===== config.mk =====
export PLATFORM = sky130hd
export DESIGN_NAME = rsst_frontend
export DESIGN_NICKNAME = d
export VERILOG_FILES = /design/src/include/rsst_pkg.sv /design/src/core/rsst_uart_rx.sv /design/src/core/rsst_frontend.sv
export VERILOG_INCLUDE_DIRS = /design/src /design/src/include
export SDC_FILE = /design/constraint.sdc
export NUM_CORES = 1
export LEC_CHECK = 0
export ABC_AREA = 1
export BUFFER_PORTS_ARGS = -buffer_cell sky130_fd_sc_hd__buf_2
export CORE_ASPECT_RATIO = 0.6
export CORE_MARGIN = 2
export CORE_UTILIZATION = 55
export CTS_CLUSTER_SIZE = 25
export DETAILED_ROUTE_END_ITERATION = 6
export PLACE_DENSITY = 0.87
export SLEW_MARGIN = 5
export SYNTH_ARGS = -nofsm -noshare
export SYNTH_HDL_FRONTEND = slang
export SYNTH_SLANG_ARGS = --single-unit

===== constraint.sdc =====
create_clock -name clk -period 2.7 [get_ports clk]
set_input_delay 0.135 -clock clk [delete_from_list [all_inputs] [get_ports clk]]
set_output_delay 0.135 -clock clk [all_outputs]
set_load 0.02 [all_outputs]

===== src/include/rsst_params.svh =====
// What this block does
// - sample all four line inputs together and hold their logic states
// - two serial receivers, each fed from an input chosen by the mode
// - two-wire segment mode: first and second inputs are the two ends, decoded apart
// - segment mode: forward line data both ways while each side is decoded
// - combined mode: split bus on first two inputs, tapped bus on third
// - direction flag (1 second-to-first) and forwarded level, each with valid
// - each aux pin: input pull-down/up, static low/high, or a status output
// - aux direction output drives 0 first-to-second, 1 second-to-first
// - aux forwarded-activity output drives 1 while split bus is driven
// - aux channel-activity output drives 1 while that input is driven
// - aux error output pulses one bit period on framing, parity or break
// - per-channel termination switch taken from the wiring settings
// - two-wire segment mode: first segment is source A, second is source B
// - plain two-wire tap decodes only the first input, all traffic
// - four-wire segment: first and second merged into A, third is B
`ifndef RSST_PARAMS_SVH
`define RSST_PARAMS_SVH

`define RSST_CHANNELS     4
`define RSST_AUX_PINS     2
`define RSST_DIV_W        16
`define RSST_DATA_BITS    8
`define RSST_IDLE_LEVEL   1'b1
`define RSST_CH_FIRST     0
`define RSST_CH_SECOND    1
`define RSST_CH_THIRD     2

`endif


===== src/include/rsst_pkg.sv =====
package rsst_pkg;

  // connection modes
  typedef enum logic [1:0] {
    MODE_TAP2,
    MODE_SEG2,
    MODE_TAP4,
    MODE_SEG4
  } rsst_mode_t;

  // aux pin settings
  typedef enum logic [3:0] {
    AUX_IN_PULLDOWN,
    AUX_IN_PULLUP,
    AUX_OUT_LOW,
    AUX_OUT_HIGH,
    AUX_OUT_DIR,
    AUX_OUT_FWD_ACT,
    AUX_OUT_ACT_FIRST,
    AUX_OUT_ACT_SECOND,
    AUX_OUT_ACT_THIRD,
    AUX_OUT_ACT_FOURTH,
    AUX_OUT_ERROR
  } rsst_aux_cfg_t;

  typedef enum logic [1:0] {
    DIR_IDLE,
    DIR_FROM_FIRST,
    DIR_FROM_SECOND
  } rsst_dir_state_t;

  typedef enum logic [2:0] {
    RX_IDLE,
    RX_START,
    RX_DATA,
    RX_PARITY,
    RX_STOP
  } rsst_rx_state_t;

endpackage : rsst_pkg


===== src/core/rsst_uart_rx.sv =====
`timescale 1ns/1ps
`include "rsst_params.svh"

module rsst_uart_rx
  import rsst_pkg::*;
#(
  parameter int DATA_BITS = `RSST_DATA_BITS,
  parameter int DIV_W     = `RSST_DIV_W
) (
  // clock and reset
  input  wire logic                 clk,
  input  wire logic                 reset_n,
  // line and setup
  input  wire logic                 rxEnable,
  input  wire logic                 rxIn,
  input  wire logic [DIV_W-1:0]     bitDiv,
  input  wire logic                 parityEn,
  input  wire logic                 parityOdd,
  // received byte and errors
  output logic      [DATA_BITS-1:0] rxData,
  output logic                      rxValid,
  output logic                      frameErr,
  output logic                      parityErr,
  output logic                      breakErr
);

  if (DATA_BITS < 5 || DATA_BITS > 9 || DIV_W < 2) begin : g_bad_param
    $error("rsst_uart_rx: unsupported parameters");
  end

  rsst_rx_state_t     state_q;
  logic [DIV_W-1:0]   cnt_q;
  logic [3:0]         bitIdx_q;
  logic [DATA_BITS-1:0] shift_q;
  logic               par_q;
  logic               parBad_q;
  logic               cntZero;

  assign cntZero = (cnt_q == '0);

  // ----------------------------------------------------------------
  // frame sampler: mid-bit sampling, start bit re-checked at half bit
  // ----------------------------------------------------------------
  always_ff @(posedge clk) begin
    if (!reset_n) begin
      state_q   <= RX_IDLE;
      cnt_q     <= '0;
      bitIdx_q  <= 4'h0;
      shift_q   <= '0;
      par_q     <= 1'b0;
      parBad_q  <= 1'b0;
      rxData    <= '0;
      rxValid   <= 1'b0;
      frameErr  <= 1'b0;
      parityErr <= 1'b0;
      breakErr  <= 1'b0;
    end else begin
      rxValid   <= 1'b0;
      frameErr  <= 1'b0;
      parityErr <= 1'b0;
      breakErr  <= 1'b0;
      if (!cntZero) begin
        cnt_q <= cnt_q - 1'b1;
      end
      case (state_q)
        RX_IDLE: begin
          if (rxEnable && !rxIn) begin
            cnt_q   <= bitDiv >> 1;
            state_q <= RX_START;
          end
        end
        RX_START: begin
          if (cntZero) begin
            // a glitch shorter than half a bit is dropped
            state_q  <= rxIn ? RX_IDLE : RX_DATA;
            cnt_q    <= bitDiv - 1'b1;
            bitIdx_q <= 4'h0;
            par_q    <= 1'b0;
          end
        end
        RX_DATA: begin
          if (cntZero) begin
            shift_q  <= {rxIn, shift_q[DATA_BITS-1:1]};
            par_q    <= par_q ^ rxIn;
            cnt_q    <= bitDiv - 1'b1;
            bitIdx_q <= bitIdx_q + 4'h1;
            if (bitIdx_q == 4'(DATA_BITS - 1)) begin
              state_q <= parityEn ? RX_PARITY : RX_STOP;
            end
          end
        end
        RX_PARITY: begin
          if (cntZero) begin
            parBad_q <= (par_q ^ rxIn) != parityOdd;
            cnt_q    <= bitDiv - 1'b1;
            state_q  <= RX_STOP;
          end
        end
        RX_STOP: begin
          if (cntZero) begin
            rxData    <= shift_q;
            rxValid   <= 1'b1;
            frameErr  <= !rxIn;
            breakErr  <= !rxIn && (shift_q == '0);
            parityErr <= parityEn && parBad_q;
            parBad_q  <= 1'b0;
            state_q   <= RX_IDLE;
          end
        end
        default: state_q <= RX_IDLE;
      endcase
    end
  end

endmodule : rsst_uart_rx


===== src/core/rsst_frontend.sv =====
`timescale 1ns/1ps
`include "rsst_params.svh"

module rsst_frontend
  import rsst_pkg::*;
#(
  parameter int DIV_W     = `RSST_DIV_W,
  parameter int DATA_BITS = `RSST_DATA_BITS
) (
  // clock and reset
  input  wire logic                    clk,
  input  wire logic                    reset_n,
  // line inputs: level and driven (not idle) per channel
  input  wire logic                    lineInputFirst,
  input  wire logic                    lineInputSecond,
  input  wire logic                    lineInputThird,
  input  wire logic                    lineInputFourth,
  input  wire logic [3:0]              lineDriven,
  // forwarding drivers toward the two segments
  output logic                         fwdFirstOut,
  output logic                         fwdFirstOe,
  output logic                         fwdSecondOut,
  output logic                         fwdSecondOe,
  // wiring settings
  input  wire rsst_mode_t              mode,
  input  wire logic [3:0]              termEnable,
  output logic      [3:0]              termOn,
  // receiver setup
  input  wire logic [DIV_W-1:0]        bitDivA,
  input  wire logic [DIV_W-1:0]        bitDivB,
  input  wire logic                    parityEn,
  input  wire logic                    parityOdd,
  // recorded channel states and indicators
  output logic      [3:0]              chanLevel,
  output logic      [3:0]              chanActive,
  output logic                         busDir,
  output logic                         busDirValid,
  output logic                         busSig,
  output logic                         busSigValid,
  // decoded data, source A and source B
  output logic      [DATA_BITS-1:0]    dataA,
  output logic                         validA,
  output logic      [DATA_BITS-1:0]    dataB,
  output logic                         validB,
  output logic                         errA,
  output logic                         errB,
  // aux pins
  input  wire rsst_aux_cfg_t           auxCfg [`RSST_AUX_PINS],
  input  wire logic [`RSST_AUX_PINS-1:0] auxIn,
  output logic      [`RSST_AUX_PINS-1:0] auxOut,
  output logic      [`RSST_AUX_PINS-1:0] auxOe,
  output logic      [`RSST_AUX_PINS-1:0] auxPullUp,
  output logic      [`RSST_AUX_PINS-1:0] auxPullDown,
  output logic      [`RSST_AUX_PINS-1:0] auxLevel
);

  if (DIV_W < 2 || DATA_BITS < 5 || DATA_BITS > 9) begin : g_bad_param
    $error("rsst_frontend: unsupported parameters");
  end

  rsst_dir_state_t  dirState_q;
  logic             segMode;
  logic             rxInA;
  logic             rxInB;
  logic             rxEnB;
  logic             merged;
  logic             fErrA, pErrA, bErrA;
  logic             fErrB, pErrB, bErrB;
  logic [DIV_W-1:0] errCnt_q;
  logic             errActive_q;

  assign segMode = (mode == MODE_SEG2) || (mode == MODE_SEG4);

  // ----------------------------------------------------------------
  // input sampling and termination
  // ----------------------------------------------------------------
  always_ff @(posedge clk) begin
    if (!reset_n) begin
      chanLevel  <= {4{`RSST_IDLE_LEVEL}};
      chanActive <= 4'h0;
    end else begin
      // all four taken on the same edge
      chanLevel  <= {lineInputFourth, lineInputThird,
                     lineInputSecond, lineInputFirst};
      chanActive <= lineDriven;
    end
  end

  always_ff @(posedge clk) begin
    if (!reset_n) begin
      termOn <= 4'h0;
    end else begin
      termOn <= termEnable;
    end
  end

  // ----------------------------------------------------------------
  // direction tracking between the two segments
  // ----------------------------------------------------------------
  // the target segment sees our own drive, so only the source decides
  // when the split bus has gone idle again
  always_ff @(posedge clk) begin
    if (!reset_n) begin
      dirState_q <= DIR_IDLE;
    end else begin
      case (dirState_q)
        DIR_IDLE: begin
          if (segMode && chanActive[`RSST_CH_FIRST]) begin
            dirState_q <= DIR_FROM_FIRST;
          end else if (segMode && chanActive[`RSST_CH_SECOND]) begin
            dirState_q <= DIR_FROM_SECOND;
          end
        end
        DIR_FROM_FIRST: begin
          if (!segMode || !chanActive[`RSST_CH_FIRST]) begin
            dirState_q <= DIR_IDLE;
          end
        end
        DIR_FROM_SECOND: begin
          if (!segMode || !chanActive[`RSST_CH_SECOND]) begin
            dirState_q <= DIR_IDLE;
          end
        end
        default: dirState_q <= DIR_IDLE;
      endcase
    end
  end

  // ----------------------------------------------------------------
  // forwarding drivers and tri-state indicators
  // ----------------------------------------------------------------
  always_ff @(posedge clk) begin
    if (!reset_n) begin
      fwdFirstOut  <= `RSST_IDLE_LEVEL;
      fwdFirstOe   <= 1'b0;
      fwdSecondOut <= `RSST_IDLE_LEVEL;
      fwdSecondOe  <= 1'b0;
      busDir       <= 1'b0;
      busDirValid  <= 1'b0;
      busSig       <= `RSST_IDLE_LEVEL;
      busSigValid  <= 1'b0;
    end else begin
      fwdSecondOut <= chanLevel[`RSST_CH_FIRST];
      fwdFirstOut  <= chanLevel[`RSST_CH_SECOND];
      fwdSecondOe  <= (dirState_q == DIR_FROM_FIRST);
      fwdFirstOe   <= (dirState_q == DIR_FROM_SECOND);
      busDir       <= (dirState_q == DIR_FROM_SECOND);
      busDirValid  <= (dirState_q != DIR_IDLE);
      busSig       <= merged;
      busSigValid  <= (dirState_q != DIR_IDLE);
    end
  end

  // ----------------------------------------------------------------
  // receiver routing
  // ----------------------------------------------------------------
  always_comb begin
    case (dirState_q)
      DIR_FROM_FIRST:  merged = chanLevel[`RSST_CH_FIRST];
      DIR_FROM_SECOND: merged = chanLevel[`RSST_CH_SECOND];
      default:         merged = `RSST_IDLE_LEVEL;
    endcase
  end

  always_comb begin
    rxInA = chanLevel[`RSST_CH_FIRST];
    rxInB = chanLevel[`RSST_CH_SECOND];
    rxEnB = 1'b1;
    case (mode)
      MODE_TAP2: rxEnB = 1'b0;
      MODE_SEG2: begin
        // our own echo on the far segment is not that segment's data
        if (dirState_q == DIR_FROM_SECOND) rxInA = `RSST_IDLE_LEVEL;
        if (dirState_q == DIR_FROM_FIRST)  rxInB = `RSST_IDLE_LEVEL;
      end
      MODE_SEG4: begin
        rxInA = merged;
        rxInB = chanLevel[`RSST_CH_THIRD];
      end
      default: rxEnB = 1'b1;
    endcase
  end

  rsst_uart_rx #(.DATA_BITS(DATA_BITS), .DIV_W(DIV_W)) u_rxA (
    .clk       (clk),
    .reset_n   (reset_n),
    .rxEnable  (1'b1),
    .rxIn      (rxInA),
    .bitDiv    (bitDivA),
    .parityEn  (parityEn),
    .parityOdd (parityOdd),
    .rxData    (dataA),
    .rxValid   (validA),
    .frameErr  (fErrA),
    .parityErr (pErrA),
    .breakErr  (bErrA)
  );

  rsst_uart_rx #(.DATA_BITS(DATA_BITS), .DIV_W(DIV_W)) u_rxB (
    .clk       (clk),
    .reset_n   (reset_n),
    .rxEnable  (rxEnB),
    .rxIn      (rxInB),
    .bitDiv    (bitDivB),
    .parityEn  (parityEn),
    .parityOdd (parityOdd),
    .rxData    (dataB),
    .rxValid   (validB),
    .frameErr  (fErrB),
    .parityErr (pErrB),
    .breakErr  (bErrB)
  );

  assign errA = fErrA | pErrA | bErrA;
  assign errB = fErrB | pErrB | bErrB;

  // ----------------------------------------------------------------
  // error pulse stretcher, one bit period of the erring receiver
  // ----------------------------------------------------------------
  always_ff @(posedge clk) begin
    if (!reset_n) begin
      errCnt_q    <= '0;
      errActive_q <= 1'b0;
    end else if (errA || errB) begin
      errCnt_q    <= (errA ? bitDivA : bitDivB) - 1'b1;
      errActive_q <= 1'b1;
    end else if (errCnt_q != '0) begin
      errCnt_q    <= errCnt_q - 1'b1;
    end else begin
      errActive_q <= 1'b0;
    end
  end

  // ----------------------------------------------------------------
  // aux pins
  // ----------------------------------------------------------------
  function automatic logic auxValue(input rsst_aux_cfg_t cfg);
    case (cfg)
      AUX_OUT_HIGH:       auxValue = 1'b1;
      AUX_OUT_DIR:        auxValue = busDir;
      AUX_OUT_FWD_ACT:    auxValue = busDirValid;
      AUX_OUT_ACT_FIRST:  auxValue = chanActive[0];
      AUX_OUT_ACT_SECOND: auxValue = chanActive[1];
      AUX_OUT_ACT_THIRD:  auxValue = chanActive[2];
      AUX_OUT_ACT_FOURTH: auxValue = chanActive[3];
      AUX_OUT_ERROR:      auxValue = errActive_q;
      default:            auxValue = 1'b0;
    endcase
  endfunction : auxValue

  for (genvar i = 0; i < `RSST_AUX_PINS; i++) begin : g_aux
    always_ff @(posedge clk) begin
      if (!reset_n) begin
        auxOut[i]      <= 1'b0;
        auxOe[i]       <= 1'b0;
        auxPullUp[i]   <= 1'b0;
        auxPullDown[i] <= 1'b1;
        auxLevel[i]    <= 1'b0;
      end else begin
        // pins default to inputs so nothing fights an external driver
        auxOut[i]      <= auxValue(auxCfg[i]);
        auxOe[i]       <= (auxCfg[i] != AUX_IN_PULLDOWN) &&
                          (auxCfg[i] != AUX_IN_PULLUP);
        auxPullUp[i]   <= (auxCfg[i] == AUX_IN_PULLUP);
        auxPullDown[i] <= (auxCfg[i] == AUX_IN_PULLDOWN);
        auxLevel[i]    <= auxIn[i];
      end
    end
  end
endmodule : rsst_frontend


==> results_dict.tcl, run 1 <==
set metrics [dict create \
    result_of_the_run "finished clean" \
    routability_congestion_estimate_from_global_placement 1.05 \
    synth_top_cells_by_area "sky130_fd_sc_hd__dfxtp_1 33%, sky130_fd_sc_hd__nand2_1 14%, sky130_fd_sc_hd__nor2_1 7.6%" \
    synthesis.area_mm2 0.00827 \
    netlist.area_leader.share_pct 33.2 \
    die_height_um 99.0 \
    postSynth.asyncResetShare_pct 0 \
    ys_seq_area_share_pct 33.2 \
    ioPinCount 110 \
    synthDistinctLibCells 47 \
    setup_viol 0 \
    wire_length_of_the_first_global_routing_pass_um 42700 \
    final.period_utilization_pct 90.1 \
    cp_data_arrival_time_ns 2.73 \
    remaining_drc_errors 0 \
    power_switching_mw 4.43 \
    maximum_number_of_pins_on_one_net_before_global_route_repair 39 \
    syn-instance-count 1286 \
    hold_depth 4 \
    area_growth_syn_to_layout_pct 17.9 \
    layout.nets 1487 \
    placement.io_buffers 109 \
    synthesis.area_per_instance_um2 6.43 \
    final_critical_delay_including_setup_and_external_delays_ns 2.43 \
    detail-route-antenna-nets 0 \
    num_vias 9190 \
    num_rows 34 \
    clk_pin_slew_ns 0.06 \
    cts.repair_timing.setup_buffer_count 0 \
    synthFlopType "sky130_fd_sc_hd__dfxtp_1" \
    floorplan.initialDensity_pct 56.7 \
    hold_slack_ns 0.00952 \
    detailedRoute.firstIterationViolations 1126 \
    worst-endpoint-required_ns 3.00 \
    cellLeakagePower_nw 4.87 \
    internal-power_mw 5.19 \
    fp.dieArea_mm2 0.0161 \
    report.final.hold_viol_count 0 \
    most-common-layout-cells "311 x sky130_fd_sc_hd__nand2_1, 168 x sky130_fd_sc_hd__nor2_1, 164 x sky130_fd_sc_hd__inv_1" \
    cts-root-buf "sky130_fd_sc_hd__clkbuf_16" \
    cpPeakStageDelay_ns 0.32 \
    core_area_mm2 0.0146 \
    drt-total-wl_um 26700 \
    tritoncts "done" \
    cts-buffers-inserted 17 \
    cap_viol_max_count 0 \
    globalRouteOverflowTotal 0 \
    mostFrequentLayoutCell "sky130_fd_sc_hd__nand2_1" \
    synth-warning-count 0 \
    cts_max_path_buffers 2 \
    hp-class "in2reg" \
    rr_worst_depth 13 \
    rrSetupSlack_ns 0.27 \
    synth_edf_count 0 \
    layout.filler_cells 1190 \
    timing.max_slew.rel_slack_pct 61.6 \
    drt-vias-per-instance 5.65 \
    num_antenna_cells 0 \
    antenna_found_initial 0 \
    layout.cell_area.non_filler_mm2 0.00975 \
    pre_cts_slack_ns 0.269 \
    switching_share_pct 46.0 \
    dpl-instance-area_mm2 0.00901 \
    critPathCaptureType "flip-flop" \
    drt-wirelength-per-cell_um 16.4 \
    cts.sink_count 137 \
    clk-insertion-delay-late_ns 0.43 \
    fp.dieW_um 162 \
    synth.ff_latch_count 137 \
    power_density_mw_per_mm2 987 \
    crit_slowest_cell "sky130_fd_sc_hd__dfxtp_1" \
    startpoint_type "flip-flop" \
    syn_nets 1358 \
    maxSlewViolCount 0 \
    cp_cell_sequence "nor2_4 -> nand2_8 -> inv_4 -> nand2_2 -> o21ai_2 -> ha_1 -> nand3_1 -> nor2_1 -> nand2_1 -> nor2_1 -> nand3_1 -> nand3_1 -> nor2_1" \
    report.power.total_mw 9.62 \
    fmax_mhz 411 \
    power_frac_comb_pct 47.3 \
    power_frac_seq_pct 28.7 \
    crit_type "reg2reg" \
    ctsHtreeMaxLevel 4 \
    final_layout_size_suffix_gt1_share_pct 15.1 \
    vias_in_the_first_global_route 8420 \
    detailedPlacementHpwl_um 18800 \
    drt_first_pass_iters 5 \
    track_usage_pct 33.3 \
    fin_ws_ns 0.267 \
    synthDominantAreaCellType "sky130_fd_sc_hd__dfxtp_1" \
    critical_path.max_fanout 20 \
    ir_drop_mv 0.408 \
    worst_pin_slew_ns 0.574 \
    power.clock.fraction_pct 24.0 \
    timing.clock.skew_ns 0.0150 \
]
metrics by stage:
step                      TNS [ns]  utilization (%)  cells
final                            0             66.8   1626
after global routing      -0.00138             66.8   1626
after CTS                        0             66.8   1626
after detailed placement         0             61.7   1577
after global placement           0             61.7   1577
after floorplan                  0                -   1286
metal layers:
layer / track usage [%] / wire length, um / up-vias
met4: 7.22 / 469 / 0
met1: 48.3 / 11700 / 4089
met5: 0 / 0 / -
met2: 48.8 / 10800 / 634
li1: - / - / 4408
met3: 9.60 / 3770 / 59
cell usage after synthesis (2+ instances only):
| cell type | n |
|---|---|
| sky130_fd_sc_hd__nand2_1 | 311 |
| sky130_fd_sc_hd__nor2_1 | 168 |
| sky130_fd_sc_hd__inv_1 | 165 |
| sky130_fd_sc_hd__dfxtp_1 | 137 |
| sky130_fd_sc_hd__nand3_1 | 93 |
| sky130_fd_sc_hd__o21ai_0 | 78 |
| sky130_fd_sc_hd__a21oi_1 | 69 |
| sky130_fd_sc_hd__xor2_1 | 38 |
| sky130_fd_sc_hd__nor3_1 | 20 |
| sky130_fd_sc_hd__a211oi_1 | 15 |
| sky130_fd_sc_hd__clkbuf_1 | 15 |
| sky130_fd_sc_hd__nand4_1 | 14 |
| sky130_fd_sc_hd__nor2_2 | 14 |
| sky130_fd_sc_hd__ha_1 | 12 |
| sky130_fd_sc_hd__inv_2 | 12 |
| sky130_fd_sc_hd__a31oi_1 | 10 |
| sky130_fd_sc_hd__nand3b_1 | 10 |
| sky130_fd_sc_hd__buf_2 | 9 |
| sky130_fd_sc_hd__nand2_2 | 9 |
| sky130_fd_sc_hd__nor4_1 | 9 |
| sky130_fd_sc_hd__nand2_4 | 7 |
| sky130_fd_sc_hd__xnor2_1 | 7 |
| sky130_fd_sc_hd__a22oi_1 | 6 |
| sky130_fd_sc_hd__nor2_4 | 6 |
| sky130_fd_sc_hd__o22ai_1 | 6 |
| sky130_fd_sc_hd__or2_2 | 6 |
| sky130_fd_sc_hd__o211ai_1 | 5 |
| sky130_fd_sc_hd__and3_1 | 4 |
| sky130_fd_sc_hd__o21ai_1 | 4 |
| sky130_fd_sc_hd__and2_1 | 3 |
| sky130_fd_sc_hd__buf_4 | 3 |
| sky130_fd_sc_hd__buf_6 | 3 |
| sky130_fd_sc_hd__a32oi_1 | 2 |
| sky130_fd_sc_hd__buf_1 | 2 |
| sky130_fd_sc_hd__o21bai_1 | 2 |
what timing repair did:
action | CTS | global route
resized for setup | 0 | 2
hold buffers | 17 | 0
endpoints found under the hold margin | 17 | 0
endpoints found under the setup margin | 0 | 3
registers in the layout, indices dropped and copies added (netlist names), 3 cells and up:
name and flops:
errCnt_q 16, u_rxA.cnt_q 16, u_rxB.cnt_q 16, u_rxA.rxData 8, u_rxA.shift_q 8, u_rxB.rxData 8
u_rxB.shift_q 8, chanActive 4, chanLevel 4, termOn 4, u_rxA.bitIdx_q 4, u_rxB.bitIdx_q 4
u_rxA.state_q 3, u_rxB.state_q 3
final cells by class:
class                      instances  area, um2  area share (%)
multi-input combinational        938       4680            48.0
clock inverter                    14        136            1.40
sequential                       137       2740            28.1
tap                              198        248            2.54
timing repair buffer             143        843            8.65
inverter                         178        671            6.88
clock buffer                      18        429            4.40
power groups by stage:
stage | Sequential (mW) | Combinational [mW] | Clock, mW
final | 2.76 | 4.55 | 2.31
after global routing | 2.79 | 5.06 | 2.40
after CTS | 2.73 | 4.38 | 2.30
after detailed placement | 2.76 | 4.32 | 0
after global placement | 2.76 | 4.27 | 0
after floorplan | 2.70 | 3.26 | 0
kinds of logic after synthesis:
kind of cell    share of synthesized area, %
buf+inv                                 10.3
simple gates                            36.2
xor+xnor                                4.77
flops                                   33.2
fa+ha+maj                               1.82
compound gates                          13.7
path summary, 6_finish.rpt:
path | endpoint | start
max reg2reg | errCnt_q[14]$_SDFFE_PN0P_ | u_rxA.parityErr$_SDFF_PN0_
max | errCnt_q[14]$_SDFFE_PN0P_ | u_rxA.parityErr$_SDFF_PN0_
min reg2reg | u_rxA.parityErr$_SDFF_PN0_ | u_rxA.parBad_q$_SDFFE_PN0P_
min | auxPullUp[0]$_SDFF_PN0_ | auxCfg[6]
worst max-delay path: cells and delay by family (launching register included):
family	cells	cell delay, ns
fa+ha+maj	1	0.20
buf+inv	1	0.14
flops	1	0.32
simple gates	10	1.43
compound gates	1	0.21
(Power assumes the default switching activity.)
==> run 2, diff against run 1 <==
--- a/config.mk
+++ b/config.mk
@@ -8,12 +8,15 @@
 export LEC_CHECK = 0
 export ABC_AREA = 1
 export BUFFER_PORTS_ARGS = -buffer_cell sky130_fd_sc_hd__buf_2
+export CELL_PAD_IN_SITES_DETAIL_PLACEMENT = 1
+export CELL_PAD_IN_SITES_GLOBAL_PLACEMENT = 1
 export CORE_ASPECT_RATIO = 0.6
 export CORE_MARGIN = 2
-export CORE_UTILIZATION = 55
+export CORE_UTILIZATION = 41
 export CTS_CLUSTER_SIZE = 25
 export DETAILED_ROUTE_END_ITERATION = 6
-export PLACE_DENSITY = 0.87
+export HOLD_SLACK_MARGIN = 0.08
+export PLACE_DENSITY = 0.91
 export SLEW_MARGIN = 5
 export SYNTH_ARGS = -nofsm -noshare
 export SYNTH_HDL_FRONTEND = slang
==> run 2 against run 1 <==
- fmax shrank 5.6%
- final area rose by 2.9%
- via count grew 6.6%
==> results_dict.tcl, run 2 (synthesized netlist as in run 1, its figures left out) <==
set metrics [dict create \
    die_height_um 114 \
    worst-endpoint-required_ns 3.01 \
    internal-power_mw 5.44 \
    power_frac_comb_pct 47.8 \
    timing.max_slew.rel_slack_pct 52.4 \
    fp.dieArea_mm2 0.0214 \
    cell_mode_on_critical_path "sky130_fd_sc_hd__nand3_1" \
    globalRouteOverflowTotal 0 \
    layout.nets 1499 \
    detail-route-antenna-nets 0 \
    critPathCaptureType "flip-flop" \
    final.period_utilization_pct 95.4 \
    track_usage_pct 34.0 \
    ir_drop_mv 0.532 \
    power.clock.fraction_pct 25.4 \
    maximum_number_of_pins_on_one_net_before_global_route_repair 61 \
    last_element_of_the_critical_path "errCnt_q[14]$_SDFFE_PN0P_" \
    num_antenna_cells 0 \
    detailedRoute.firstIterationViolations 1039 \
    startpoint_type "flip-flop" \
    detailedPlacementHpwl_um 23200 \
    hold_depth 3 \
    drt_first_pass_iters 5 \
    switching_share_pct 47.6 \
    core_area_mm2 0.0199 \
    tritoncts "done" \
    cellLeakagePower_nw 4.96 \
    remaining_drc_errors 0 \
    biggestRegsByFlops "errCnt_q (16), u_rxA.cnt_q (16), u_rxB.cnt_q (16)" \
    cts_max_path_buffers 2 \
    rr_endpoint "errCnt_q[14]$_SDFFE_PN0P_" \
    critical_path.startpoint "u_rxA.parityErr$_SDFF_PN0_" \
    layout.filler_cells 2667 \
    maxSlewViolCount 0 \
    fmax_mhz 388 \
    ctsHtreeMaxLevel 4 \
    grt.met3_usage_pct 7.23 \
    grt_most_used_layer "met2" \
    antenna_found_initial 0 \
    setup_viol 0 \
    cp_cell_sequence "nor2_4 -> nand2_8 -> inv_4 -> nand2_2 -> nand3_1 -> nand2_1 -> inv_1 -> ha_1 -> nand3_1 -> nor2_1 -> nand2_1 -> nor2_1 -> nand3_1 -> nand3_1 -> nor2_1" \
    aggregate_negative_setup_slack_ns 0 \
    timing.clock.skew_ns 0.0175 \
    cts-root-buf "sky130_fd_sc_hd__clkbuf_16" \
    placement.io_buffers 109 \
    clk-insertion-delay-late_ns 0.45 \
    cts.repair_timing.setup_buffer_count 0 \
    groute.layer.met1.usage_pct 44.2 \
    cp_data_arrival_time_ns 2.88 \
    drt-wirelength-per-cell_um 21.3 \
    fp.dieW_um 187 \
    cap_viol_max_count 0 \
    crit_type "reg2reg" \
    report.power.total_mw 10.4 \
    reg2reg_from "u_rxA.parityErr$_SDFF_PN0_" \
    report.final.hold_viol_count 0 \
    hp-class "in2reg" \
    critical_path.max_fanout 20 \
    vias_in_the_first_global_route 9908 \
    result_of_the_run "finished clean" \
    final_critical_delay_including_setup_and_external_delays_ns 2.58 \
    cpPeakStageDelay_ns 0.32 \
    area_growth_syn_to_layout_pct 21.4 \
    num_rows 40 \
    routability_congestion_estimate_from_global_placement 0.992 \
    fin_ws_ns 0.123 \
    wire_length_of_the_first_global_routing_pass_um 56300 \
    drt-vias-per-instance 5.72 \
    floorplan.initialDensity_pct 41.6 \
    layout.area.seq_mm2 0.00274 \
    cts.sink_count 137 \
    power_switching_mw 4.94 \
    ioPinCount 110 \
    drt-total-wl_um 36400 \
    mostFrequentLayoutCell "sky130_fd_sc_hd__nand2_1" \
    globalRouteMet2Util_pct 55.9 \
    worst_pin_slew_ns 0.714 \
    most-common-layout-cells "311 x sky130_fd_sc_hd__nand2_1, 167 x sky130_fd_sc_hd__nor2_1, 164 x sky130_fd_sc_hd__inv_1" \
    power_density_mw_per_mm2 1030 \
    multiInputGateArea_mm2 0.00470 \
    crit_slowest_cell "sky130_fd_sc_hd__dfxtp_1" \
    clk_pin_slew_ns 0.07 \
    power_frac_seq_pct 26.9 \
    cts-buffers-inserted 17 \
    num_vias 9796 \
    rrSetupSlack_ns 0.12 \
    final_layout_size_suffix_gt1_share_pct 15.2 \
    rsz_0062_raised_after_global_routing "yes" \
    rr_worst_depth 15 \
    pre_cts_slack_ns 0.132 \
]
-- run 2: what timing repair did --
| item | CTS | global route |
|---|---|---|
| hold buffers | 29 | 0 |
| gates resized for setup | 0 | 5 |
| endpoints found under the hold margin | 26 | 0 |
| setup endpoints to repair | 0 | 10 |
-- run 2: per-layer routing --
metal | vias to the layer above | wire length (um)
met5 | - | 0
met4 | 0 | 1210
met3 | 112 | 3180
met2 | 540 | 16500
met1 | 4725 | 15500
li1 | 4419 | -
-- run 2: worst min-delay path by stage --
stage,startpoint,endpoint
2_1_floorplan,auxIn[0],auxLevel[0]$_SDFF_PN0_
3_3_place_gp,auxIn[1],auxLevel[1]$_SDFF_PN0_
3_5_place_dp,lineInputSecond,chanLevel[1]$_SDFF_PN1_
4_1_cts,bitDivA[3],u_rxA.cnt_q[2]$_SDFF_PN0_
5_1_grt,bitDivA[8],u_rxA.cnt_q[7]$_SDFF_PN0_
6_report,bitDivA[3],u_rxA.cnt_q[2]$_SDFF_PN0_
-- run 2: cell type report --
| class | instances | area share (%) |
|---|---|---|
| inverters | 178 | 6.68 |
| multi-input cells | 938 | 46.8 |
| clock buffers | 18 | 4.37 |
| clock inverters | 14 | 1.83 |
| well taps | 273 | 3.40 |
| repair buffers | 155 | 9.60 |
| flip-flops and latches | 137 | 27.3 |
-- run 2: stage by stage --
| step | hold WS (ns) | utilization [%] | instance area [um2] | cells |
|---|---|---|---|---|
| 2_1_floorplan | 0.233 | - | 8270 | 1286 |
| 6_report | 0.0760 | 50.5 | 10000 | 1713 |
| 3_3_place_gp | 0.314 | 45.8 | 9100 | 1652 |
| 4_1_cts | 0.0816 | 50.4 | 10000 | 1713 |
| 3_5_place_dp | 0.324 | 45.8 | 9100 | 1652 |
| 5_1_grt | 0.0981 | 50.5 | 10000 | 1713 |
-- run 2: power by group through the flow --
stage                     sequential, mW  clock (mW)  combinational, mW
after floorplan                     2.70           0               3.26
after global placement              2.76           0               4.37
after detailed placement            2.77           0               4.56
after CTS                           2.75        2.58               4.73
after global routing                2.81        2.71               5.44
final                               2.79        2.63               4.96
-- run 2: worst max-delay path: cells and delay by family (launching register included) --
kind	cells	cell delay, ns
buf+inv	2	0.22
flops	1	0.32
simple gates	12	1.71
fa+ha+maj	1	0.18
